--- src/rtl/adcc_regs.svh ---
// Register offsets, field positions, reset values and timing counts.
`ifndef ADCC_REGS_SVH
`define ADCC_REGS_SVH
`define ADCC_OFS_PRESCALER 8'hf2
`define ADCC_OFS_CONTROL 8'hf3
`define ADCC_OFS_RESULT_LO 8'hf4
`define ADCC_OFS_RESULT_HI 8'hf5
`define ADCC_OFS_PIN_CFG 8'hf6
`define ADCC_BIT_PSEUDO_IDLE_BIT 6
`define ADCC_BIT_ENABLE 5
`define ADCC_BIT_EOC 4
`define ADCC_BIT_START 3
`define ADCC_RST_PRESCALER 5'h00
`define ADCC_RST_CONTROL 8'h00
`define ADCC_RST_PIN_CFG 8'h00
`define ADCC_RST_RESULT 10'h000
`define ADCC_ZERO_PRS_DIV 7'h40
`define ADCC_CONV_TICKS 4'hb
`define ADCC_FULL_SCALE 10'h3ff
`define ADCC_ZERO_SCALE 10'h000
`define ADCC_RSVD_READ 3'h0
`endif

--- src/rtl/adcc_pkg.sv ---
// Types shared by the converter control block.
package adcc_pkg;
  typedef logic [9:0] adcc_result_t;
  typedef logic [2:0] adcc_chan_t;
  typedef enum logic [1:0] {ADCC_IDLE, ADCC_SAMPLE, ADCC_DECIDE} adcc_state_e;
endpackage

--- src/rtl/adcc_clkdiv.sv ---
// Converter clock tick generator from the 5-bit prescale value.
`timescale 1ns/1ps
`include "adcc_regs.svh"
module adcc_clkdiv
(
  input wire logic i_clk,
  input wire logic i_rst,
  input wire logic i_ce,
  input wire logic i_run,
  input wire logic [4:0] i_prescale_value,
  output logic o_tick
);
  logic [6:0] cnt_ff;
  logic [6:0] nxt_cnt;
  logic [6:0] period;

  always_comb
  begin
    // A zero prescale value selects the slowest fixed divide.
    if (i_prescale_value == 5'h00)
      period = `ADCC_ZERO_PRS_DIV;
    else
      period = {1'b0, i_prescale_value, 1'b0};
    o_tick = i_run && (cnt_ff >= period - 7'h01);
    if (!i_run || o_tick)
      nxt_cnt = 7'h00;
    else
      nxt_cnt = cnt_ff + 7'h01;
  end

  always_ff @(posedge i_clk or posedge i_rst)
  begin
    if (i_rst)
      cnt_ff <= 7'h00;
    else if (i_ce)
      cnt_ff <= nxt_cnt;
  end
endmodule // adcc_clkdiv

--- src/rtl/adcc_sar.sv ---
// Successive approximation sequencer: one sample period, ten decisions.
`timescale 1ns/1ps
`include "adcc_regs.svh"
module adcc_sar
  import adcc_pkg::*;
(
  input wire logic i_clk,
  input wire logic i_rst,
  input wire logic i_ce,
  input wire logic i_start,
  input wire logic i_abort,
  input wire logic i_tick,
  input wire logic i_comp_above,
  output logic o_busy,
  output logic o_sample,
  output adcc_pkg::adcc_result_t o_trial,
  output logic o_done,
  output adcc_pkg::adcc_result_t o_result
);
  adcc_state_e state_ff, nxt_state;
  logic [3:0] bit_ff, nxt_bit;
  adcc_result_t acc_ff, nxt_acc;

  always_comb
  begin
    nxt_state = state_ff;
    nxt_bit = bit_ff;
    nxt_acc = acc_ff;
    o_done = 1'b0;
    unique case (state_ff)
      ADCC_IDLE:
        if (i_start)
        begin
          nxt_state = ADCC_SAMPLE;
          nxt_acc = `ADCC_ZERO_SCALE;
        end
      ADCC_SAMPLE:
        if (i_tick)
        begin
          nxt_state = ADCC_DECIDE;
          nxt_bit = 4'h9;
        end
      ADCC_DECIDE:
        if (i_tick)
        begin
          // A comparator held high saturates to all ones; held low gives
          // all zeros, so out-of-range inputs never wrap.
          nxt_acc[bit_ff] = i_comp_above;
          if (bit_ff == 4'h0)
          begin
            nxt_state = ADCC_IDLE;
            o_done = 1'b1;
          end
          else
            nxt_bit = bit_ff - 4'h1;
        end
    endcase
    // Standby drops the sequence at once, so a later start finds the
    // sequencer idle instead of finishing a stale conversion.
    if (i_abort)
      nxt_state = ADCC_IDLE;
    o_trial = acc_ff;
    if (state_ff == ADCC_DECIDE)
      o_trial[bit_ff] = 1'b1;
  end

  assign o_busy = state_ff != ADCC_IDLE;
  assign o_sample = state_ff == ADCC_SAMPLE;
  assign o_result = nxt_acc;

  always_ff @(posedge i_clk or posedge i_rst)
  begin
    if (i_rst)
    begin
      state_ff <= ADCC_IDLE;
      bit_ff <= 4'h0;
      acc_ff <= `ADCC_RST_RESULT;
    end
    else if (i_ce)
    begin
      state_ff <= nxt_state;
      bit_ff <= nxt_bit;
      acc_ff <= nxt_acc;
    end
  end
endmodule // adcc_sar

--- src/rtl/adcc_top.sv ---
// Analog-to-digital converter control: registers, sequencing, pin routing.
//
// Functional notes
// - Writing one to control bit 3 starts one conversion on the channel.
// - Hardware clears the start bit when the conversion completes.
// - End flag (bit 4) set on valid result; only software clears it.
// - End flag and converter irq enable together request an interrupt.
// - Channel select value n picks analog input n, zero to seven.
// - Reference gives 3FFh, analog ground gives 000h, linear in between.
// - Out-of-range inputs saturate to all ones or all zeros.
// - Converter clock is peripheral clock over 2P, or over 64 at zero.
// - Enable bit 5 clear puts the converter into standby.
// - Pseudo-idle bit 6 halts the CPU during the conversion it starts.
// - Each pin config bit routes its port 1 pin to the converter.
// - Result 9-2 in high register, 1-0 in low register; reset zero.
// - Reserved prescaler and low result bits read zero; never set.
// - One conversion is one sample period plus ten decision periods.
// - Start on a channel whose pin is not configured does nothing.
// - In pseudo-idle only the end interrupt wakes; others stay pending.
`timescale 1ns/1ps
`include "adcc_regs.svh"
module adcc_top
  import adcc_pkg::*;
(
  input wire logic I_CLK_SYS,
  input wire logic I_SYS_RST,
  input wire logic I_CE,
  input wire logic [7:0] I_SFR_ADDR,
  input wire logic I_SFR_WR,
  input wire logic I_SFR_RD,
  input wire logic [7:0] I_SFR_WDATA,
  output logic [7:0] O_SFR_RDATA,
  input wire logic I_CONVERTER_IRQ_ENABLE,
  input wire logic I_OTHER_IRQ_PENDING,
  input wire logic I_COMP_ABOVE,
  output logic O_IRQ,
  output logic O_CPU_HALT,
  output logic O_WAKE,
  output logic O_CONVERTER_ENABLE,
  output logic O_SAMPLE,
  output adcc_pkg::adcc_chan_t O_MUX_SEL,
  output logic O_MUX_CONNECT,
  output adcc_pkg::adcc_result_t O_TRIAL_CODE,
  output logic [7:0] O_PIN_ANALOG_SELECT
);
  import adcc_pkg::*;

  // ---------------------------------------------------------------------
  // Register state
  // ---------------------------------------------------------------------
  logic [4:0] prescale_ff, nxt_prescale;
  logic [7:0] pin_cfg_ff, nxt_pin_cfg;
  logic pseudo_idle_ff, nxt_pseudo_idle;
  logic enable_ff, nxt_enable;
  logic eoc_ff, nxt_eoc;
  logic start_ff, nxt_start;
  adcc_chan_t chan_ff, nxt_chan;
  adcc_chan_t conv_chan_ff, nxt_conv_chan;
  logic halt_ff, nxt_halt;
  adcc_result_t result_ff, nxt_result;
  logic [7:0] rdata_ff, nxt_rdata;

  logic wr_ctrl;
  logic launch;
  logic abort;
  logic [7:0] routed_hit;
  logic sar_busy;
  logic sar_done;
  logic tick;
  adcc_result_t sar_result;

  assign wr_ctrl = I_SFR_WR && (I_SFR_ADDR == `ADCC_OFS_CONTROL);

  // Each channel compares the written channel field with its own index
  // and reports a hit only when its pin is routed to the converter.
  for (genvar k = 0; k < 8; k++)
  begin : g_route
    assign routed_hit[k] = pin_cfg_ff[k]
      && (I_SFR_WDATA[2:0] == 3'(k));
  end

  // A start needs the converter awake, kept awake by the same write, and
  // its channel pin set analog; a start while busy has no effect.
  assign launch = wr_ctrl && I_SFR_WDATA[`ADCC_BIT_START] && !start_ff
    && enable_ff && I_SFR_WDATA[`ADCC_BIT_ENABLE]
    && (|routed_hit);

  // Clearing the enable bit during a conversion abandons it; the
  // sequencer and the divider both return to idle.
  assign abort = wr_ctrl && !I_SFR_WDATA[`ADCC_BIT_ENABLE]
    && start_ff;

  // ---------------------------------------------------------------------
  // Converter clock and sequencer
  // ---------------------------------------------------------------------
  adcc_clkdiv u_clkdiv
  (
    .i_clk(I_CLK_SYS),
    .i_rst(I_SYS_RST),
    .i_ce(I_CE),
    .i_run(sar_busy),
    .i_prescale_value(prescale_ff),
    .o_tick(tick)
  );

  adcc_sar u_sar
  (
    .i_clk(I_CLK_SYS),
    .i_rst(I_SYS_RST),
    .i_ce(I_CE),
    .i_start(launch),
    .i_abort(abort),
    .i_tick(tick),
    .i_comp_above(I_COMP_ABOVE),
    .o_busy(sar_busy),
    .o_sample(O_SAMPLE),
    .o_trial(O_TRIAL_CODE),
    .o_done(sar_done),
    .o_result(sar_result)
  );

  // ---------------------------------------------------------------------
  // Next-state logic
  // ---------------------------------------------------------------------
  always_comb
  begin
    nxt_prescale = prescale_ff;
    nxt_pin_cfg = pin_cfg_ff;
    nxt_pseudo_idle = pseudo_idle_ff;
    nxt_enable = enable_ff;
    nxt_eoc = eoc_ff;
    nxt_start = start_ff;
    nxt_chan = chan_ff;
    nxt_conv_chan = conv_chan_ff;
    nxt_halt = halt_ff;
    nxt_result = result_ff;
    if (I_SFR_WR)
    begin
      unique case (I_SFR_ADDR)
        `ADCC_OFS_PRESCALER:
          nxt_prescale = I_SFR_WDATA[4:0];
        `ADCC_OFS_PIN_CFG:
          nxt_pin_cfg = I_SFR_WDATA;
        `ADCC_OFS_CONTROL:
        begin
          nxt_pseudo_idle = I_SFR_WDATA[`ADCC_BIT_PSEUDO_IDLE_BIT];
          nxt_enable = I_SFR_WDATA[`ADCC_BIT_ENABLE];
          // Software may only clear the end flag, never set it.
          if (!I_SFR_WDATA[`ADCC_BIT_EOC])
            nxt_eoc = 1'b0;
          // The channel field is frozen while busy so the running
          // conversion keeps its input.
          if (!start_ff)
            nxt_chan = I_SFR_WDATA[2:0];
        end
        default:
        begin
        end
      endcase
    end
    if (launch)
    begin
      nxt_start = 1'b1;
      nxt_conv_chan = I_SFR_WDATA[2:0];
      nxt_halt = I_SFR_WDATA[`ADCC_BIT_PSEUDO_IDLE_BIT];
    end
    if (sar_done)
    begin
      nxt_start = 1'b0;
      nxt_halt = 1'b0;
      nxt_result = sar_result;
      nxt_eoc = 1'b1;
    end
    // Losing power mid-conversion abandons it without a result.
    if (abort)
    begin
      nxt_start = 1'b0;
      nxt_halt = 1'b0;
    end
  end

  // Read path is registered so the data output comes from a flip-flop.
  always_comb
  begin
    nxt_rdata = rdata_ff;
    if (I_SFR_RD)
    begin
      unique case (I_SFR_ADDR)
        `ADCC_OFS_PRESCALER:
          nxt_rdata = {`ADCC_RSVD_READ, prescale_ff};
        `ADCC_OFS_CONTROL:
          nxt_rdata = {1'b0, pseudo_idle_ff, enable_ff, eoc_ff, start_ff,
            chan_ff};
        `ADCC_OFS_RESULT_LO:
          nxt_rdata = {6'h00, result_ff[1:0]};
        `ADCC_OFS_RESULT_HI:
          nxt_rdata = result_ff[9:2];
        `ADCC_OFS_PIN_CFG:
          nxt_rdata = pin_cfg_ff;
        default:
          nxt_rdata = 8'h00;
      endcase
    end
  end

  // ---------------------------------------------------------------------
  // Registers
  // ---------------------------------------------------------------------
  always_ff @(posedge I_CLK_SYS or posedge I_SYS_RST)
  begin
    if (I_SYS_RST)
    begin
      prescale_ff <= `ADCC_RST_PRESCALER;
      pin_cfg_ff <= `ADCC_RST_PIN_CFG;
      pseudo_idle_ff <= 1'b0;
      enable_ff <= 1'b0;
      eoc_ff <= 1'b0;
      start_ff <= 1'b0;
      chan_ff <= 3'h0;
      conv_chan_ff <= 3'h0;
      halt_ff <= 1'b0;
      result_ff <= `ADCC_RST_RESULT;
      rdata_ff <= 8'h00;
    end
    else if (I_CE)
    begin
      prescale_ff <= nxt_prescale;
      pin_cfg_ff <= nxt_pin_cfg;
      pseudo_idle_ff <= nxt_pseudo_idle;
      enable_ff <= nxt_enable;
      eoc_ff <= nxt_eoc;
      start_ff <= nxt_start;
      chan_ff <= nxt_chan;
      conv_chan_ff <= nxt_conv_chan;
      halt_ff <= nxt_halt;
      result_ff <= nxt_result;
      rdata_ff <= nxt_rdata;
    end
  end

  // ---------------------------------------------------------------------
  // Outputs
  // ---------------------------------------------------------------------
  assign O_SFR_RDATA = rdata_ff;
  assign O_IRQ = eoc_ff && I_CONVERTER_IRQ_ENABLE;
  assign O_CPU_HALT = halt_ff;
  // While halted only the end event may wake the CPU; other requests
  // stay pending upstream and are served once the halt drops.
  assign O_WAKE = halt_ff ? 1'b0 : I_OTHER_IRQ_PENDING;
  assign O_CONVERTER_ENABLE = enable_ff;
  assign O_MUX_SEL = conv_chan_ff;
  assign O_MUX_CONNECT = start_ff;
  assign O_PIN_ANALOG_SELECT = pin_cfg_ff;
endmodule // adcc_top

--- config.mk ---
export PLATFORM = sky130hd
export DESIGN_NAME = adcc_top
export DESIGN_NICKNAME = d
export VERILOG_FILES = /design/src/rtl/adcc_pkg.sv /design/src/rtl/adcc_clkdiv.sv /design/src/rtl/adcc_sar.sv /design/src/rtl/adcc_top.sv
export VERILOG_INCLUDE_DIRS = /design/src /design/src/rtl
export SDC_FILE = /design/constraint.sdc
export NUM_CORES = 1
export LEC_CHECK = 0
export BUFFER_PORTS_ARGS = -buffer_cell sky130_fd_sc_hd__buf_2
export CAP_MARGIN = 15
export CORE_MARGIN = 5
export CORE_UTILIZATION = 57
export DETAILED_ROUTE_END_ITERATION = 12
export GPL_TIMING_DRIVEN = 0
export PLACE_DENSITY_LB_ADDON = 0.25
export SKIP_CTS_REPAIR_TIMING = 1
export SYNTH_ARGS = -nofsm -noshare
export SYNTH_HDL_FRONTEND = slang
export SYNTH_SLANG_ARGS = --single-unit
export TNS_END_PERCENT = 10
--- constraint.sdc ---
create_clock -name I_CLK_SYS -period 4.04 [get_ports I_CLK_SYS]
set_clock_uncertainty 0.1 [all_clocks]
set_input_delay 0.606 -clock I_CLK_SYS [delete_from_list [all_inputs] [get_ports I_CLK_SYS]]
set_output_delay 0.606 -clock I_CLK_SYS [all_outputs]
set_load 0.05 [all_outputs]
==> run summary <==
number of global-route vias before repair - 3028
top_reg_cell synth - dfrtp_1
die span in y - 89.9 um
Worst EP arrival - 3490 ps
post-synth cell types - 54
post-synthesis simple-gate area fraction - 16.6%
final hold vios - 0
commonest non-fill, non-tap cell in the layout - dfrtp_1
placed cell count - 490
Critical Path End - result_ff[4]$_DFFE_PP0P_
metal3 WL - 610 um
Longest Clk Path Bufs - 2
Routed WL - 8790 um
setup TNS - 0 ps
status - complete, no violations
Reg-to-Reg Start - prescale_ff[0]$_DFFE_PP0P_
layout cells sized above 1 - 30.1%
post-synthesis mux area share - 12.5%
Post-synth EDFFs - 0
die area - 0.00808 mm^2
Final setup viols - 0
ANT nets after route - 0
worst reg-to-reg path cell count - 12
fillers - 468
Diodes inserted - 0
largest net degree at the start of global routing - 37
clk slew on worst S/H paths - 80 ps
Async S/R FF share, synth - 100%
number of vias per cell - 5.95
std cell rows - 29
Mean Syn Cell Area - 10.3 um^2
CP Launch Type - flip-flop
Initial Util - 58.0%
worst reg2reg path endpoint - result_ff[4]$_DFFE_PP0P_
non-filler cells, final - 506
post-layout util - 68.4%
Mapped Area - 0.00364 mm^2
synthesized flop and latch total - 65
Nets - 465
TritonRoute pass-1 iters - 5
Slew headroom - 45.7%
clk root buf - clkbuf_8
drt drc - 0
initial DRC count - 154
area of the core - 0.00628 mm^2
Worst setup startpoint - prescale_ff[0]$_DFFE_PP0P_
Synth Instances - 354
Seq/Total Area, Yosys - 44.7%
H-tree depth - 3
Worst-Margin Slew - 808 ps
routed via count - 3011
FMAX - 299 MHz
crit path kind - flip-flop to flip-flop
complex-gate fraction of the synthesized area - 15.5%
top layer in use - met4
fin crit share - 82.7%
worst hold path type - primary input to asynchronous set/reset pin
io pins - 59
max-cap violation count - 0
first-pass GRT wire length - 14800 um
fin crit period - 3340 ps
WP data required - 4180 ps
commonest cells after routing, fill and taps aside - 65 x dfrtp_1, 60 x buf_2, 34 x nand2_1
FF-to-FF setup slack - 700 ps
routed wl met2 - 4060 um
fin. max-slew vios - 0
Die Wd - 89.9 um
antenna violations before repair - 0
pwr dens - 449 mW/mm^2
TritonCTS clock tree - yes
wire length per cell - 17.4 um
GRT Residual Overflow - 0
Syn Nets - 395
area grow syn2layout - 18.0%
Placer Congestion - 0.869
Synth Warn # - 0
Synth Area in Adders - 5.85%
CTS sink cnt - 65
Crit. End Element - flip-flop
xor-xnor portion of the synthesized cell area - 1.69%
Total Routing Usage GR - 22.3%
hpwl dp - 6470 um
Clock Latency Late Sink - 350 ps
critical path peak fanout - 10
main combinational cell family by area after synthesis - simple AND/OR/NAND/NOR gates
Max VDD drop - 0.000335 V
Lkg Pwr - 2.22 nW
RSZ-0062 raised after global routing - false
WL met1 - 3920 um
CTS Buf Count - 9
Port Buf Inserts - 58
-- flip-flops by register name, indices dropped and copies added, names as in the netlist --
register and flops:
O_CPU_HALT 1, u_sar.state_ff 2, chan_ff 3, O_CONVERTER_ENABLE 1
O_SFR_RDATA 8, result_ff 10, prescale_ff 5, O_MUX_SEL 3
O_PIN_ANALOG_SELECT 8, eoc_ff 1, pseudo_idle_ff 1, u_clkdiv.cnt_ff 7
O_MUX_CONNECT 1, u_sar.acc_ff 10, u_sar.bit_ff 4
-- synthesized netlist by cell type (5+ instances only) --
| library cell | number | area, um^2 |
|---|---|---|
| mux2i_1 | 9 | 90.1 |
| a211o_2 | 7 | 70.1 |
| nor2b_1 | 7 | 43.8 |
| nand2_1 | 34 | 128 |
| inv_1 | 13 | 48.8 |
| ha_1 | 17 | 213 |
| a21oi_1 | 16 | 80.1 |
| and3_1 | 11 | 68.8 |
| o21ai_0 | 15 | 75.1 |
| mux2_2 | 28 | 315 |
| dfrtp_1 | 65 | 1630 |
| nor2_1 | 26 | 97.6 |
| a31o_2 | 9 | 78.8 |
| nand4_1 | 5 | 31.3 |
| nor3_1 | 6 | 30.0 |
| nand3_1 | 14 | 70.1 |
| clkbuf_1 | 12 | 45.0 |
-- power by group --
group          switching (W)  internal, W
clock network       0.000287     0.000416
logic               0.000316     0.000162
registers          0.0000531     0.000693
-- per-layer routing --
layer | vias up | GRT usage (%)
li1 | 1437 | -
met1 | 1443 | 29.3
met2 | 107 | 35.1
met3 | 24 | 6.43
met4 | 0 | 8.06
met5 | - | 0
-- worst max-delay path: stages, from the launching register on --
cell and delay [ps]:
dfrtp_1 410, inv_1 90, ha_1 190, nand2_1 70, xor2_1 140, ha_1 280
nand2_1 70, a211o_1 330, a2111oi_2 560, and3_1 230, buf_2 170, buf_2 230
mux2_2 350
-- through the flow --
stage	power, W	area (um^2)	setup slack [ps]	hold slack (ps)
after floorplan	0.00111	3640	1120	367
after global placement	0.00121	4030	758	360
after detailed placement	0.00123	4050	724	368
after CTS	0.00193	4290	707	269
after global routing	0.00202	4290	510	316
final	0.00193	4290	699	255
-- final cells by class --
type,count,area (um^2),area share [%]
Sequential cell,65,1630,37.9
Buffer,15,62.6,1.46
Inverter,13,48.8,1.14
Multi-Input combinational cell,261,1900,44.3
Tap cell,77,96.3,2.24
Clock buffer,9,124,2.88
Clock inverter,7,125,2.91
Timing Repair Buffer,59,310,7.23
-- worst min path at each step --
stage | start | endpoint | cells past startpoint
finish | I_SYS_RST | u_sar.bit_ff[0]$_DFFE_PP0P_ | 2
global route | I_SYS_RST | u_sar.acc_ff[7]$_DFFE_PP0P_ | 2
CTS | I_SYS_RST | u_sar.bit_ff[0]$_DFFE_PP0P_ | 2
detailed placement | O_SFR_RDATA[5]$_DFFE_PP0P_ | O_SFR_RDATA[5]$_DFFE_PP0P_ | 2
global placement | O_SFR_RDATA[7]$_DFFE_PP0P_ | O_SFR_RDATA[7]$_DFFE_PP0P_ | 2
floorplan | u_sar.acc_ff[0]$_DFFE_PP0P_ | u_sar.acc_ff[0]$_DFFE_PP0P_ | 1
-- cell families after synthesis --
| group | after synthesis |
|---|---|
| xor gates and xnor gates | 7 |
| other | 1 |
| AOI/OAI and AO/OA | 77 |
| adders and majority gates | 17 |
| and+or+nand+nor | 120 |
| DFF | 65 |
| buffers and inverters | 28 |
| muxes | 39 |
Power figures use the tool's default switching activity.
